--- config.mk ---
export PLATFORM = sky130hd
export DESIGN_NAME = hisc_top
export DESIGN_NICKNAME = d
export VERILOG_FILES = /design/src/hisc_top.v /design/src/hisc_fifo.v
export VERILOG_INCLUDE_DIRS = /design/src
export SDC_FILE = /design/constraint.sdc
export NUM_CORES = 1
export LEC_CHECK = 0
export ABC_AREA = 1
export BUFFER_PORTS_ARGS = -buffer_cell sky130_fd_sc_hd__buf_2
export CAP_MARGIN = 20
export CORE_MARGIN = 2
export CORE_UTILIZATION = 40
export CTS_BUF_LIST = sky130_fd_sc_hd__clkbuf_8
export DETAILED_ROUTE_END_ITERATION = 10
export PLACE_DENSITY = 0.55
export SKIP_CTS_REPAIR_TIMING = 1
export SLEW_MARGIN = 20
export SYNTH_ARGS = -nofsm -noshare
export SYNTH_HDL_FRONTEND = slang
export SYNTH_SLANG_ARGS = --single-unit
--- constraint.sdc ---
create_clock -name ref_clk -period 3.8 [get_ports ref_clk]
set_input_delay 0.19 -clock ref_clk [delete_from_list [all_inputs] [get_ports ref_clk]]
set_output_delay 0.19 -clock ref_clk [all_outputs]
set_load 0.1 [all_outputs]
--- src/hisc_consts.vh ---
`ifndef HISC_CONSTS_VH
`define HISC_CONSTS_VH

// Clock rate in MHz
`define HISC_CLK_MHZ 25
// Host wait after startup before clocked transfers, in microseconds
`define HISC_T_INIT_US 500
`define HISC_INIT_CYCLES (`HISC_T_INIT_US * `HISC_CLK_MHZ)
// Host chip select deselect time, in microseconds
`define HISC_T_DES_US 1000
`define HISC_DES_CYCLES (`HISC_T_DES_US * `HISC_CLK_MHZ)
// Recommended serial clock bit rate, in kbit/s
`define HISC_SPI_KBPS 1000
// Two-wire port bit rate ceiling, in kbit/s
`define HISC_TW_KBPS 400
// Strap settle count after reset release
`define HISC_STRAP_SETTLE 2'h3
// Timing mode states
`define HISC_TMODE_OFF 2'h0
`define HISC_TMODE_SURVEY 2'h1
`define HISC_TMODE_FIXED 2'h2
// Reset values
`define HISC_CFG_RESET 16'h0000
`define HISC_SPI_FILL 8'hFF
// Flash write kinds
`define HISC_FLASH_CFG 1'h0
`define HISC_FLASH_DAC 1'h1
// Default period of the automatic oscillator setting save
`define HISC_DAC_SAVE_CYCLES 25000000

`endif

--- src/hisc_top.v ---
`timescale 1ns/10ps
`include "hisc_consts.vh"
module hisc_top #(
  parameter FIFO_DEPTH = 8,
  parameter FIFO_AW = 3,
  parameter INIT_CYCLES = `HISC_INIT_CYCLES,
  parameter DAC_SAVE_CYCLES = `HISC_DAC_SAVE_CYCLES
) (
  // Clock and reset
  input wire ref_clk,
  input wire resetn,
  // Interface select strap
  input wire strap_sel,
  // Shared pin 1: two-wire data or chip select
  input wire pin1_in,
  output reg pin1_out,
  output reg pin1_oe,
  // Shared pin 2: two-wire clock or serial clock
  input wire pin2_in,
  output reg pin2_out,
  output reg pin2_oe,
  // Shared pin 3: serial transmit or target output
  output reg pin3_out,
  output reg pin3_oe,
  // Shared pin 4: serial receive or target input
  input wire pin4_in,
  // Selection status
  output reg sel_done,
  output reg spi_mode,
  output reg spi_ready,
  // Two-wire port user side
  input wire tw_sda_low,
  input wire tw_scl_hold,
  output reg tw_sda_in,
  output reg tw_scl_in,
  // Serial port user side
  input wire uart_txd,
  output reg uart_rxd,
  // SPI user side
  input wire glitch_filter_en,
  input wire tx_valid,
  output wire tx_ready,
  input wire [7:0] tx_data,
  output reg rx_valid,
  output reg [7:0] rx_data,
  // Configuration
  input wire cfg_wr_valid,
  input wire [15:0] cfg_wr_data,
  output reg [15:0] cfg_active,
  input wire tmode_wr_valid,
  input wire [1:0] tmode_wr_data,
  input wire survey_done,
  output reg [1:0] tmode_state,
  input wire config_save_command,
  // Oscillator control values
  input wire [15:0] dac_int_val,
  input wire [15:0] dac_ext_val,
  // Flash image at boot
  input wire flash_cfg_valid,
  input wire [15:0] flash_cfg_data,
  input wire [1:0] flash_tmode_data,
  // Flash write port
  output reg flash_wr_req,
  output reg flash_wr_kind,
  output reg [31:0] flash_wr_data,
  input wire flash_wr_ack
);
  // Pin synchronisers
  reg strap_meta;
  reg strap_sync;
  reg [2:0] pin_meta;
  reg [2:0] pin_sync;
  always @(posedge ref_clk or negedge resetn) begin
    if (!resetn) begin
      strap_meta <= 1'b1;
      strap_sync <= 1'b1;
      pin_meta <= 3'h7;
      pin_sync <= 3'h7;
    end else begin
      strap_meta <= strap_sel;
      strap_sync <= strap_meta;
      pin_meta <= {pin4_in, pin2_in, pin1_in};
      pin_sync <= pin_meta;
    end
  end

  // Strap capture once after reset release
  reg [1:0] settle;
  always @(posedge ref_clk or negedge resetn) begin
    if (!resetn) begin
      settle <= 2'h0;
      sel_done <= 1'b0;
      spi_mode <= 1'b0;
    end else if (!sel_done) begin
      settle <= settle + 2'h1;
      if (settle == `HISC_STRAP_SETTLE) begin
        sel_done <= 1'b1;
        spi_mode <= ~strap_sync;
      end
    end
  end

  // SPI target held off for the initialization time
  reg [23:0] init_cnt;
  always @(posedge ref_clk or negedge resetn) begin
    if (!resetn) begin
      init_cnt <= 24'h000000;
      spi_ready <= 1'b0;
    end else if (sel_done && spi_mode && !spi_ready) begin
      if (init_cnt == INIT_CYCLES - 1) begin
        spi_ready <= 1'b1;
      end else begin
        init_cnt <= init_cnt + 24'h000001;
      end
    end
  end

  // Serial clock filter and edge detect
  reg sclk_hold;
  reg sclk_lvl;
  reg sclk_prev;
  always @(posedge ref_clk or negedge resetn) begin
    if (!resetn) begin
      sclk_hold <= 1'b0;
      sclk_lvl <= 1'b0;
      sclk_prev <= 1'b0;
    end else begin
      sclk_hold <= pin_sync[1];
      if (!glitch_filter_en || pin_sync[1] == sclk_hold) begin
        sclk_lvl <= pin_sync[1];
      end
      sclk_prev <= sclk_lvl;
    end
  end
  wire sclk_rise = sclk_lvl & ~sclk_prev;
  wire cs_act = spi_mode & spi_ready & ~pin_sync[0];

  // Transmit FIFO
  wire fifo_valid;
  wire [7:0] fifo_data;
  reg loaded;
  wire fifo_pop = cs_act & ~loaded & fifo_valid;
  hisc_fifo #(
    .WIDTH(8),
    .DEPTH(FIFO_DEPTH),
    .AW(FIFO_AW)
  ) u_tx_fifo (
    .ref_clk(ref_clk),
    .resetn(resetn),
    .in_valid(tx_valid),
    .in_ready(tx_ready),
    .in_data(tx_data),
    .out_valid(fifo_valid),
    .out_ready(fifo_pop),
    .out_data(fifo_data)
  );

  // SPI shift engine, mode 0, most significant bit first
  reg [7:0] tx_sh;
  reg [7:0] rx_sh;
  reg [2:0] bit_cnt;
  always @(posedge ref_clk or negedge resetn) begin
    if (!resetn) begin
      tx_sh <= `HISC_SPI_FILL;
      rx_sh <= 8'h00;
      bit_cnt <= 3'h0;
      loaded <= 1'b0;
      rx_valid <= 1'b0;
      rx_data <= 8'h00;
    end else begin
      rx_valid <= 1'b0;
      if (!cs_act) begin
        bit_cnt <= 3'h0;
        loaded <= 1'b0;
      end else if (!loaded) begin
        tx_sh <= fifo_valid ? fifo_data : `HISC_SPI_FILL;
        loaded <= 1'b1;
      end else if (sclk_rise) begin
        // Output bit advances after the sampling edge: one period of margin less the synchroniser, edge-detect and pin register delay
        rx_sh <= {rx_sh[6:0], pin_sync[2]};
        bit_cnt <= bit_cnt + 3'h1;
        if (bit_cnt == 3'h7) begin
          rx_data <= {rx_sh[6:0], pin_sync[2]};
          rx_valid <= 1'b1;
          loaded <= 1'b0;
        end else begin
          tx_sh <= {tx_sh[6:0], 1'b1};
        end
      end
    end
  end

  // Pin routing
  always @(posedge ref_clk or negedge resetn) begin
    if (!resetn) begin
      pin1_out <= 1'b0;
      pin1_oe <= 1'b0;
      pin2_out <= 1'b0;
      pin2_oe <= 1'b0;
      pin3_out <= 1'b1;
      pin3_oe <= 1'b0;
      tw_sda_in <= 1'b1;
      tw_scl_in <= 1'b1;
      uart_rxd <= 1'b1;
    end else if (!sel_done) begin
      pin1_oe <= 1'b0;
      pin2_oe <= 1'b0;
      pin3_oe <= 1'b0;
    end else if (spi_mode) begin
      pin1_oe <= 1'b0;
      pin2_oe <= 1'b0;
      pin3_out <= tx_sh[7];
      pin3_oe <= cs_act & loaded;
      tw_sda_in <= 1'b1;
      tw_scl_in <= 1'b1;
      uart_rxd <= 1'b1;
    end else begin
      pin1_out <= 1'b0;
      pin1_oe <= tw_sda_low;
      pin2_out <= 1'b0;
      pin2_oe <= tw_scl_hold;
      pin3_out <= uart_txd;
      pin3_oe <= 1'b1;
      tw_sda_in <= pin_sync[0];
      tw_scl_in <= pin_sync[1];
      uart_rxd <= pin_sync[2];
    end
  end

  // Volatile configuration and timing mode
  reg boot;
  always @(posedge ref_clk or negedge resetn) begin
    if (!resetn) begin
      boot <= 1'b1;
      cfg_active <= `HISC_CFG_RESET;
      tmode_state <= `HISC_TMODE_OFF;
    end else if (boot) begin
      boot <= 1'b0;
      if (flash_cfg_valid) begin
        cfg_active <= flash_cfg_data;
        tmode_state <= flash_tmode_data;
      end
    end else begin
      if (cfg_wr_valid) begin
        cfg_active <= cfg_wr_data;
      end
      if (tmode_wr_valid) begin
        tmode_state <= tmode_wr_data;
      end else if (survey_done &&
                   tmode_state == `HISC_TMODE_SURVEY) begin
        tmode_state <= `HISC_TMODE_FIXED;
      end
    end
  end

  // Save requests and automatic oscillator save timer
  reg save_pend;
  reg [15:0] save_cfg;
  reg [1:0] save_tmode;
  reg dac_pend;
  reg [31:0] dac_cnt;
  wire launch = ~flash_wr_req & ~boot & (save_pend | dac_pend);
  always @(posedge ref_clk or negedge resetn) begin
    if (!resetn) begin
      save_pend <= 1'b0;
      save_cfg <= `HISC_CFG_RESET;
      save_tmode <= `HISC_TMODE_OFF;
      dac_pend <= 1'b0;
      dac_cnt <= 32'h00000000;
    end else begin
      if (config_save_command) begin
        save_pend <= 1'b1;
        save_cfg <= cfg_active;
        save_tmode <= tmode_state;
      end else if (launch && save_pend) begin
        save_pend <= 1'b0;
      end
      if (dac_cnt == DAC_SAVE_CYCLES - 1) begin
        dac_cnt <= 32'h00000000;
        dac_pend <= 1'b1;
      end else begin
        dac_cnt <= dac_cnt + 32'h00000001;
        if (launch && !save_pend) begin
          dac_pend <= 1'b0;
        end
      end
    end
  end

  // Flash write handshake
  always @(posedge ref_clk or negedge resetn) begin
    if (!resetn) begin
      flash_wr_req <= 1'b0;
      flash_wr_kind <= `HISC_FLASH_CFG;
      flash_wr_data <= 32'h00000000;
    end else if (launch) begin
      flash_wr_req <= 1'b1;
      if (save_pend) begin
        flash_wr_kind <= `HISC_FLASH_CFG;
        flash_wr_data <= {14'h0000, save_tmode, save_cfg};
      end else begin
        flash_wr_kind <= `HISC_FLASH_DAC;
        flash_wr_data <= {dac_int_val, dac_ext_val};
      end
    end else if (flash_wr_req && flash_wr_ack) begin
      flash_wr_req <= 1'b0;
    end
  end
endmodule // hisc_top

--- src/hisc_fifo.v ---
`timescale 1ns/10ps
module hisc_fifo #(
  parameter WIDTH = 8,
  parameter DEPTH = 8,
  parameter AW = 3
) (
  // Clock and reset
  input wire ref_clk,
  input wire resetn,
  // Fill side
  input wire in_valid,
  output reg in_ready,
  input wire [WIDTH-1:0] in_data,
  // Drain side
  output reg out_valid,
  input wire out_ready,
  output wire [WIDTH-1:0] out_data
);
  reg [WIDTH-1:0] mem [0:DEPTH-1];
  reg [AW-1:0] wptr;
  reg [AW-1:0] rptr;
  reg [AW:0] count;
  wire push = in_valid & in_ready;
  wire pop = out_valid & out_ready;
  wire [AW:0] next_count = count + {{AW{1'b0}}, push} - {{AW{1'b0}}, pop};

  assign out_data = mem[rptr];

  always @(posedge ref_clk) begin
    if (push) begin
      mem[wptr] <= in_data;
    end
  end

  always @(posedge ref_clk or negedge resetn) begin
    if (!resetn) begin
      wptr <= {AW{1'b0}};
      rptr <= {AW{1'b0}};
      count <= {(AW+1){1'b0}};
      in_ready <= 1'b0;
      out_valid <= 1'b0;
    end else begin
      if (push) begin
        wptr <= (wptr == DEPTH - 1) ? {AW{1'b0}} : wptr + 1'b1;
      end
      if (pop) begin
        rptr <= (rptr == DEPTH - 1) ? {AW{1'b0}} : rptr + 1'b1;
      end
      count <= next_count;
      in_ready <= (next_count != DEPTH);
      out_valid <= (next_count != {(AW+1){1'b0}});
    end
  end
endmodule // hisc_fifo

Word level (Yosys, flattened, before mapping)
Memory sizes are Yosys's and may differ from the RTL's.
Cells that the tools add are included.
Widths: inputs -> output; s select.
{ "op_classes": {"addsub": 8, "mul": 0, "div": 0, "order_cmp": 0, "eq_ne": 14, "shift": 0, "mux": 47, "n_bitwise": 19, "n_reduce_logical": 25} }
{ "op_table": {"columns": ["op", "n"], "rows": [
  ["$mux 32", 2],
  ["$mux 16", 3],
  ["$add 32x1->32 const B", 1],
  ["$eq 32x25->1 const B", 1],
  ["$mux 8", 4],
  ["$mux 1", 29],
  ["$add 24x1->24 const B", 1],
  ["$eq 24x14->1 const B", 1],
  ["$mux 3", 5],
  ["$reduce_and 2->1", 6],
  ["$and 1x1->1", 10],
  ["$add 3x1->3 const B", 3],
  ["$eq 3x3->1 const B", 3],
  ["$mux 2", 4],
  ["$ne 2x2->1 const B", 4],
  ["$not 1->1", 8],
  ["$reduce_bool 2->1", 4],
  ["$logic_and 1x1->1", 6],
  ["$reduce_and 3->1", 2],
  ["$add 4x1->4", 1],
  ["$ne 4x4->1 const B", 1],
  ["$reduce_and 4->1", 1],
  ["$reduce_bool 4->1", 1],
  ["$sub 4x1->4", 1],
  ["9 further kinds", 11]
]} }
{ "totals": {"ff_bits": 192, "latchBits": 0, "mem_bits_rw": 64, "romBits": 0, "n_memories": 1} }
{ "mem_list": {"columns": ["name", "depth", "width", "rd", "rd_clocked_by_memory_dff", "write_ports", "line", "rtl"], "rows": [
  ["u_tx_fifo.mem", 8, 8, 1, 0, 1, "hisc_fifo.v:19", "reg [WIDTH-1:0] mem [0:DEPTH-1];"]
]} }

Longest topological paths before layout
{ "logic_depth": {"word_depth": 7, "depth_mapped": 11, "depth_no_buf": 11} }

Hierarchy
Synthesis repeated with hierarchy kept, for this count alone.
{ "hier_totals": {"cells_unflattened": 1401, "hier_area_um2": 11990.2} }
{ "modules_own_cells": {"columns": ["mod", "instances", "cells_per_inst", "area_each_um2", "seq_area_each_um2"], "rows": [
  ["hisc_top", 1, 1045, 8468.1, 4530.6],
  ["hisc_fifo", 1, 356, 3522.1, 2222.1]
]} }

Worst setup path after synthesis
OpenSTA, ideal clock, no wires.
{ "synth_path": {"path_type": "reg-to-reg", "from": "register spi_mode", "to": "register u_tx_fifo.out_valid", "arrival_time_ns": 2.856, "required_ns": 3.674, "setup_slack_ns": 0.818, "path_stages_with_launch": 11, "path_buffers": 0, "period_less_slack_ns": 2.982, "cell_sequence": "dfrtp_1 > nand3_1 > nor2_1 > ha_1 > inv_1 > ha_1 > inv_1 > fa_1 > inv_1 > nor3_1 > nand2b_1"} }
{ "synth_between": {"elab_chain_len": 7} }
{ "synth_lines": {"columns": ["element", "line", "rtl"], "rows": [
  ["start, declared", "hisc_top.v:29", "output reg spi_mode,"],
  ["start signal, assigned", "hisc_top.v:98", "spi_mode <= ~strap_sync;"],
  ["$and 1x1->1 (2 in a row)", "hisc_top.v:136", "wire cs_act = spi_mode & spi_ready & ~pin_sync[0];"],
  ["$and 1x1->1 (2 in a row)", "hisc_top.v:142", "wire fifo_pop = cs_act & ~loaded & fifo_valid;"],
  ["$and 1x1->1", "hisc_fifo.v:24", "wire pop = out_valid & out_ready;"],
  ["named net u_tx_fifo.pop", "hisc_fifo.v:24", null],
  ["$sub 4x1->4", "hisc_fifo.v:25", "wire [AW:0] next_count = count + {{AW{1'b0}}, push} - {{AW{1'b0}}, pop};"],
  ["named net u_tx_fifo.next_count[1]", "hisc_fifo.v:25", null],
  ["$reduce_bool 4->1", "hisc_fifo.v:51", "out_valid <= (next_count != {(AW+1){1'b0}});"],
  ["end signal, assigned", "hisc_fifo.v:51", null],
  ["end, declared", "hisc_fifo.v:15", "output reg out_valid,"]
]} }
The timed path passes the listed nets, and every way through them passes these cells.
A chain may end at the register's enable or synchronous reset.

Worst setup path in the final report
{ "layout_path": {"from": "register boot", "to": "register cfg_active[1]"} }
{ "layout_between": {"elab_chain_len": 2, "word_cells_on_any_way": 4, "cone_classes": "eq/ne (1); mux (1); reduce/logical (2)"} }
{ "layout_lines": {"columns": ["element", "line", "rtl"], "rows": [
  ["start, declared", "hisc_top.v:231", "reg boot;"],
  ["start signal, assigned", "hisc_top.v:234", "boot <= 1'b1;"],
  ["start signal, assigned", "hisc_top.v:238", "boot <= 1'b0;"],
  ["$ne 2x2->1 (no line) or $reduce_bool 2->1 (tied branches)", null, null],
  ["$reduce_and 2->1 (no line)", null, null],
  ["end signal, assigned", "hisc_top.v:235", "cfg_active <= `HISC_CFG_RESET;"],
  ["end signal, assigned", "hisc_top.v:240", "cfg_active <= flash_cfg_data;"],
  ["end signal, assigned", "hisc_top.v:245", "cfg_active <= cfg_wr_data;"],
  ["end, declared", "hisc_top.v:49", "output reg [15:0] cfg_active,"]
]} }
Several ways; a longest one is shown, not always the timed one.

==> results by group <==
Power
  – Portion of total power attributed to the clock network: 32.1%
  – Static leakage power: 6.799 nW
  – Internal Power: 5.011 mW
  – IR drop worst, VDD: 0.0003568 V
  – Net switching power of the design: 2.906 mW
  – Sequential cell fraction of total power: 42.4%
  – Switch share: 36.70%
  – Combinational share of power: 25.5%
  – Post-route total power: 7.917 mW
  – Power per cell area: 542.9 nW/um2

Global route
  – Global-route wire length before repair: 45510 um
  – Number of global-route vias before repair: 9076
  – Total congestion overflow: 0
  – Number of antenna violations at the first check in global routing: 1
  – Global-route usage over all layers: 18.41%
  – Maximum number of pins on one net before global-route repair: 109

Clock tree
  – Cell at the root of the clock tree: sky130_fd_sc_hd__clkbuf_8
  – H-tree lvl count: 2
  – Clk buf depth: 3
  – Clock-pin slew reported for the worst setup and hold paths after clock tree synthesis: 0.06 ns
  – Inserted Clock Buffers: 45
  – Sinks on the clock net: 256
  – Source-to-sink clock delay at the later pin of the worst-skew pair: 0.56 ns
  – Clock tree from TritonCTS: done

Routing
  – Routed vias: 9291
  – Routed wire per std cell: 14.31 um
  – Drt initial violations: 530
  – Sum of routed wire length over all layers: 28270 um
  – Post-route DRC violation count: 0
  – DRT Pass-1 Iters: 5
  – Vias per cell: 4.704
  – Count of nets left with antenna violations after detail routing: 0

Floorplan
  – Vertical die dimension: 174.7 um
  – Initial cell density of the core: 40.59%
  – Ports: 167
  – Die Wd: 174.7 um
  – Area inside the core boundary: 28700 um2
  – Standard-cell rows: 62
  – Die area: 30510 um2

Final layout
  – Sequential cell area: 6753 um2
  – Multi-input gate area: 4294 um2
  – Layout cell share with drive strength beyond 1: 19.99%
  – Antenna diodes: 0
  – Number of filler cells placed in the layout: 2762
  – Layout area overhead: 25.16%
  – Cell area after layout: 14580 um2
  – Post-layout instance count excluding filler cells: 1975
  – Most common cell after layout, fill and taps aside: sky130_fd_sc_hd__nand2_1
  – Commonest cells after routing, fill and taps aside: sky130_fd_sc_hd__nand2_1, sky130_fd_sc_hd__dfrtp_1, sky130_fd_sc_hd__nor2_1, sky130_fd_sc_hd__buf_2, sky130_fd_sc_hd__inv_1
  – Nets: 1661

Place
  – Minimum setup slack after placement: 1.216 ns
  – Cell count after placement: 1805
  – Instance area at placement: 12800 um2
  – Count of buffers inserted at the top-level ports: 164
  – Detailed Place HPWL: 18880 um
  – Final weighted congestion of routability-driven global placement: 0.8798

Timing
  – Final worst setup slack: 1.130 ns
  – Actual slew at the worst max-slew pin: 1.036 ns
  – Ratio of final minimum period to clock period: 70.26%
  – Slew headroom: 30.49%
  – Final hold violations: 0
  – Worst setup skew after layout: 0.01886 ns
  – RSZ-0062 raised after global routing: false
  – Highest clock frequency the design can meet: 374.5 MHz
  – Count of pins over their slew limit: 0
  – Final worst path period need: 2.670 ns
  – Number of setup violations in the final report: 0
  – Final total negative setup slack: 0 ns

Job
  – Maximum capacitance violations: 0

Yosys
  – Post-Syn Instances: 1289
  – Post-synth EDFFs: 64
  – Synth top area cells: sky130_fd_sc_hd__dfrtp_1, sky130_fd_sc_hd__edfxtp_1, sky130_fd_sc_hd__nand2_1, sky130_fd_sc_hd__nor2_1, sky130_fd_sc_hd__dfstp_2
  – Cell type with the largest total area after synthesis: sky130_fd_sc_hd__dfrtp_1
  – Top-area cell type share of the netlist area: 36.73%
  – Unique masters post-synth: 39
  – Top_reg_cell synth: sky130_fd_sc_hd__dfrtp_1
  – Post-synthesis average cell area: 9.039 um2
  – Syn. warnings: 0
  – FFs w/ async S/R, synth: 75.00%
  – Flops & latches, synth: 256
  – Post-Syn Area: 11650 um2
  – Sequential fraction of the synthesis area: 57.96%

Critical path
  – Worst setup EP type: flip-flop
  – Setup slack of the worst register-to-register path: 1.13 ns
  – Data arrival time of the worst path: 3.17 ns
  – Maximum fanout along the worst path: 32
  – Startpoint type of the worst setup path: flip-flop
  – Required arrival time at the worst endpoint: 4.30 ns
  – Start-to-end type of the worst setup path: reg -> reg

Outcome
  – Result of the run: finished clean

Min path
  – Class of the worst hold path: in -> reg
==> flip-flops by register name, summed over array words and instances, names as in the netlist, 4 cells and up <==
register / cells
cfg_active: 16
u_tx_fifo.count: 4
init_cnt: 24
tx_sh: 8
dac_cnt: 32
flash_wr_data: 32
save_cfg: 16
u_tx_fifo.mem: 64
rx_data: 8
rx_sh: 7
==> metal layers <==
layer | track usage [%] | part of all wire (%) | vias to the layer above
li1 | - | - | 4688
met1 | 23.97 | 44 | 4294
met2 | 29.92 | 47 | 242
met3 | 4.265 | 5.5 | 65
met4 | 7.118 | 2.9 | 2
met5 | 0 | 0.039 | -
==> cells in the mapped netlist, types with 9 or more instances <==
master / n
sky130_fd_sc_hd__a21oi_1: 12
sky130_fd_sc_hd__a22o_1: 14
sky130_fd_sc_hd__a31oi_1: 36
sky130_fd_sc_hd__buf_2: 19
sky130_fd_sc_hd__clkbuf_1: 9
sky130_fd_sc_hd__dfrtp_1: 171
sky130_fd_sc_hd__dfstp_2: 21
sky130_fd_sc_hd__edfxtp_1: 64
sky130_fd_sc_hd__ha_1: 13
sky130_fd_sc_hd__inv_1: 92
sky130_fd_sc_hd__mux2_2: 17
sky130_fd_sc_hd__nand2_1: 425
sky130_fd_sc_hd__nand3_1: 97
sky130_fd_sc_hd__nor2_1: 163
sky130_fd_sc_hd__nor2_2: 11
sky130_fd_sc_hd__nor3_1: 9
sky130_fd_sc_hd__o21ai_0: 23
sky130_fd_sc_hd__xnor2_1: 15
sky130_fd_sc_hd__xor2_1: 17
==> final cells by class <==
| type | instances | share of cell area, % |
|---|---|---|
| Sequential cell | 256 | 46.31 |
| Multi-Input combinational cell | 892 | 29.45 |
| Timing Repair Buffer | 256 | 11.99 |
| Clock buffer | 58 | 5.474 |
| Tap cell | 384 | 3.295 |
| Inverter | 103 | 2.651 |
| Clock inverter | 26 | 0.8408 |
==> kinds of logic (layout without fill, tap and decap cells) <==
kind of cell | Yosys count | after routing | synth area share, %
compound gates | 98 | 98 | 5.488
xor+xnor | 32 | 32 | 2.406
fa+ha+maj | 14 | 14 | 1.568
buf+inv | 143 | 443 | 5.294
flops | 256 | 256 | 57.96
mux | 17 | 17 | 1.643
other cells | 1 | 3 | 0.03219
simple gates | 728 | 728 | 25.61
==> path summary, 6_finish.rpt <==
check	start	to	depth (start not counted)
min reg2reg	pin_meta[1]$_DFF_PN1_	pin_sync[1]$_DFF_PN1_	0
max	boot$_DFF_PN1_	cfg_active[1]$_DFFE_PN0P_	6
min	tx_valid	u_tx_fifo.wptr[0]$_DFFE_PN0P_	4
max reg2reg	boot$_DFF_PN1_	cfg_active[1]$_DFFE_PN0P_	6
min in group asynchronous	resetn	spi_mode$_DFFE_PN0P_	2
max in group asynchronous	resetn	pin_meta[0]$_DFF_PN1_	3
==> power groups by stage <==
stage	Clock [mW]	Sequential (mW)	Combinational [mW]
floorplan	0	4.33	0.566
global placement	0	3.40	1.93
detailed placement	0	3.40	1.95
CTS	2.63	3.36	1.95
global route	2.75	3.40	2.15
finish	2.54	3.36	2.02
==> through the flow <==
step                      util, %  hold WS, ns
after floorplan                 -      -0.1056
after global placement      44.58       0.2972
after detailed placement    44.58       0.2981
after CTS                   47.79      -0.3175
after global routing        50.81      0.05964
final                       50.81      0.04685
==> worst max-delay path: stages (launching register included) <==
cell and delay [ns]:
sky130_fd_sc_hd__dfstp_2 0.49, sky130_fd_sc_hd__inv_1 0.48, sky130_fd_sc_hd__nor2_1 0.17, sky130_fd_sc_hd__nor2_4 0.54
sky130_fd_sc_hd__nor2_1 0.14, sky130_fd_sc_hd__a31oi_1 0.19, sky130_fd_sc_hd__dlygate4sd3_1 0.58
Power figures use the tool's default switching activity.
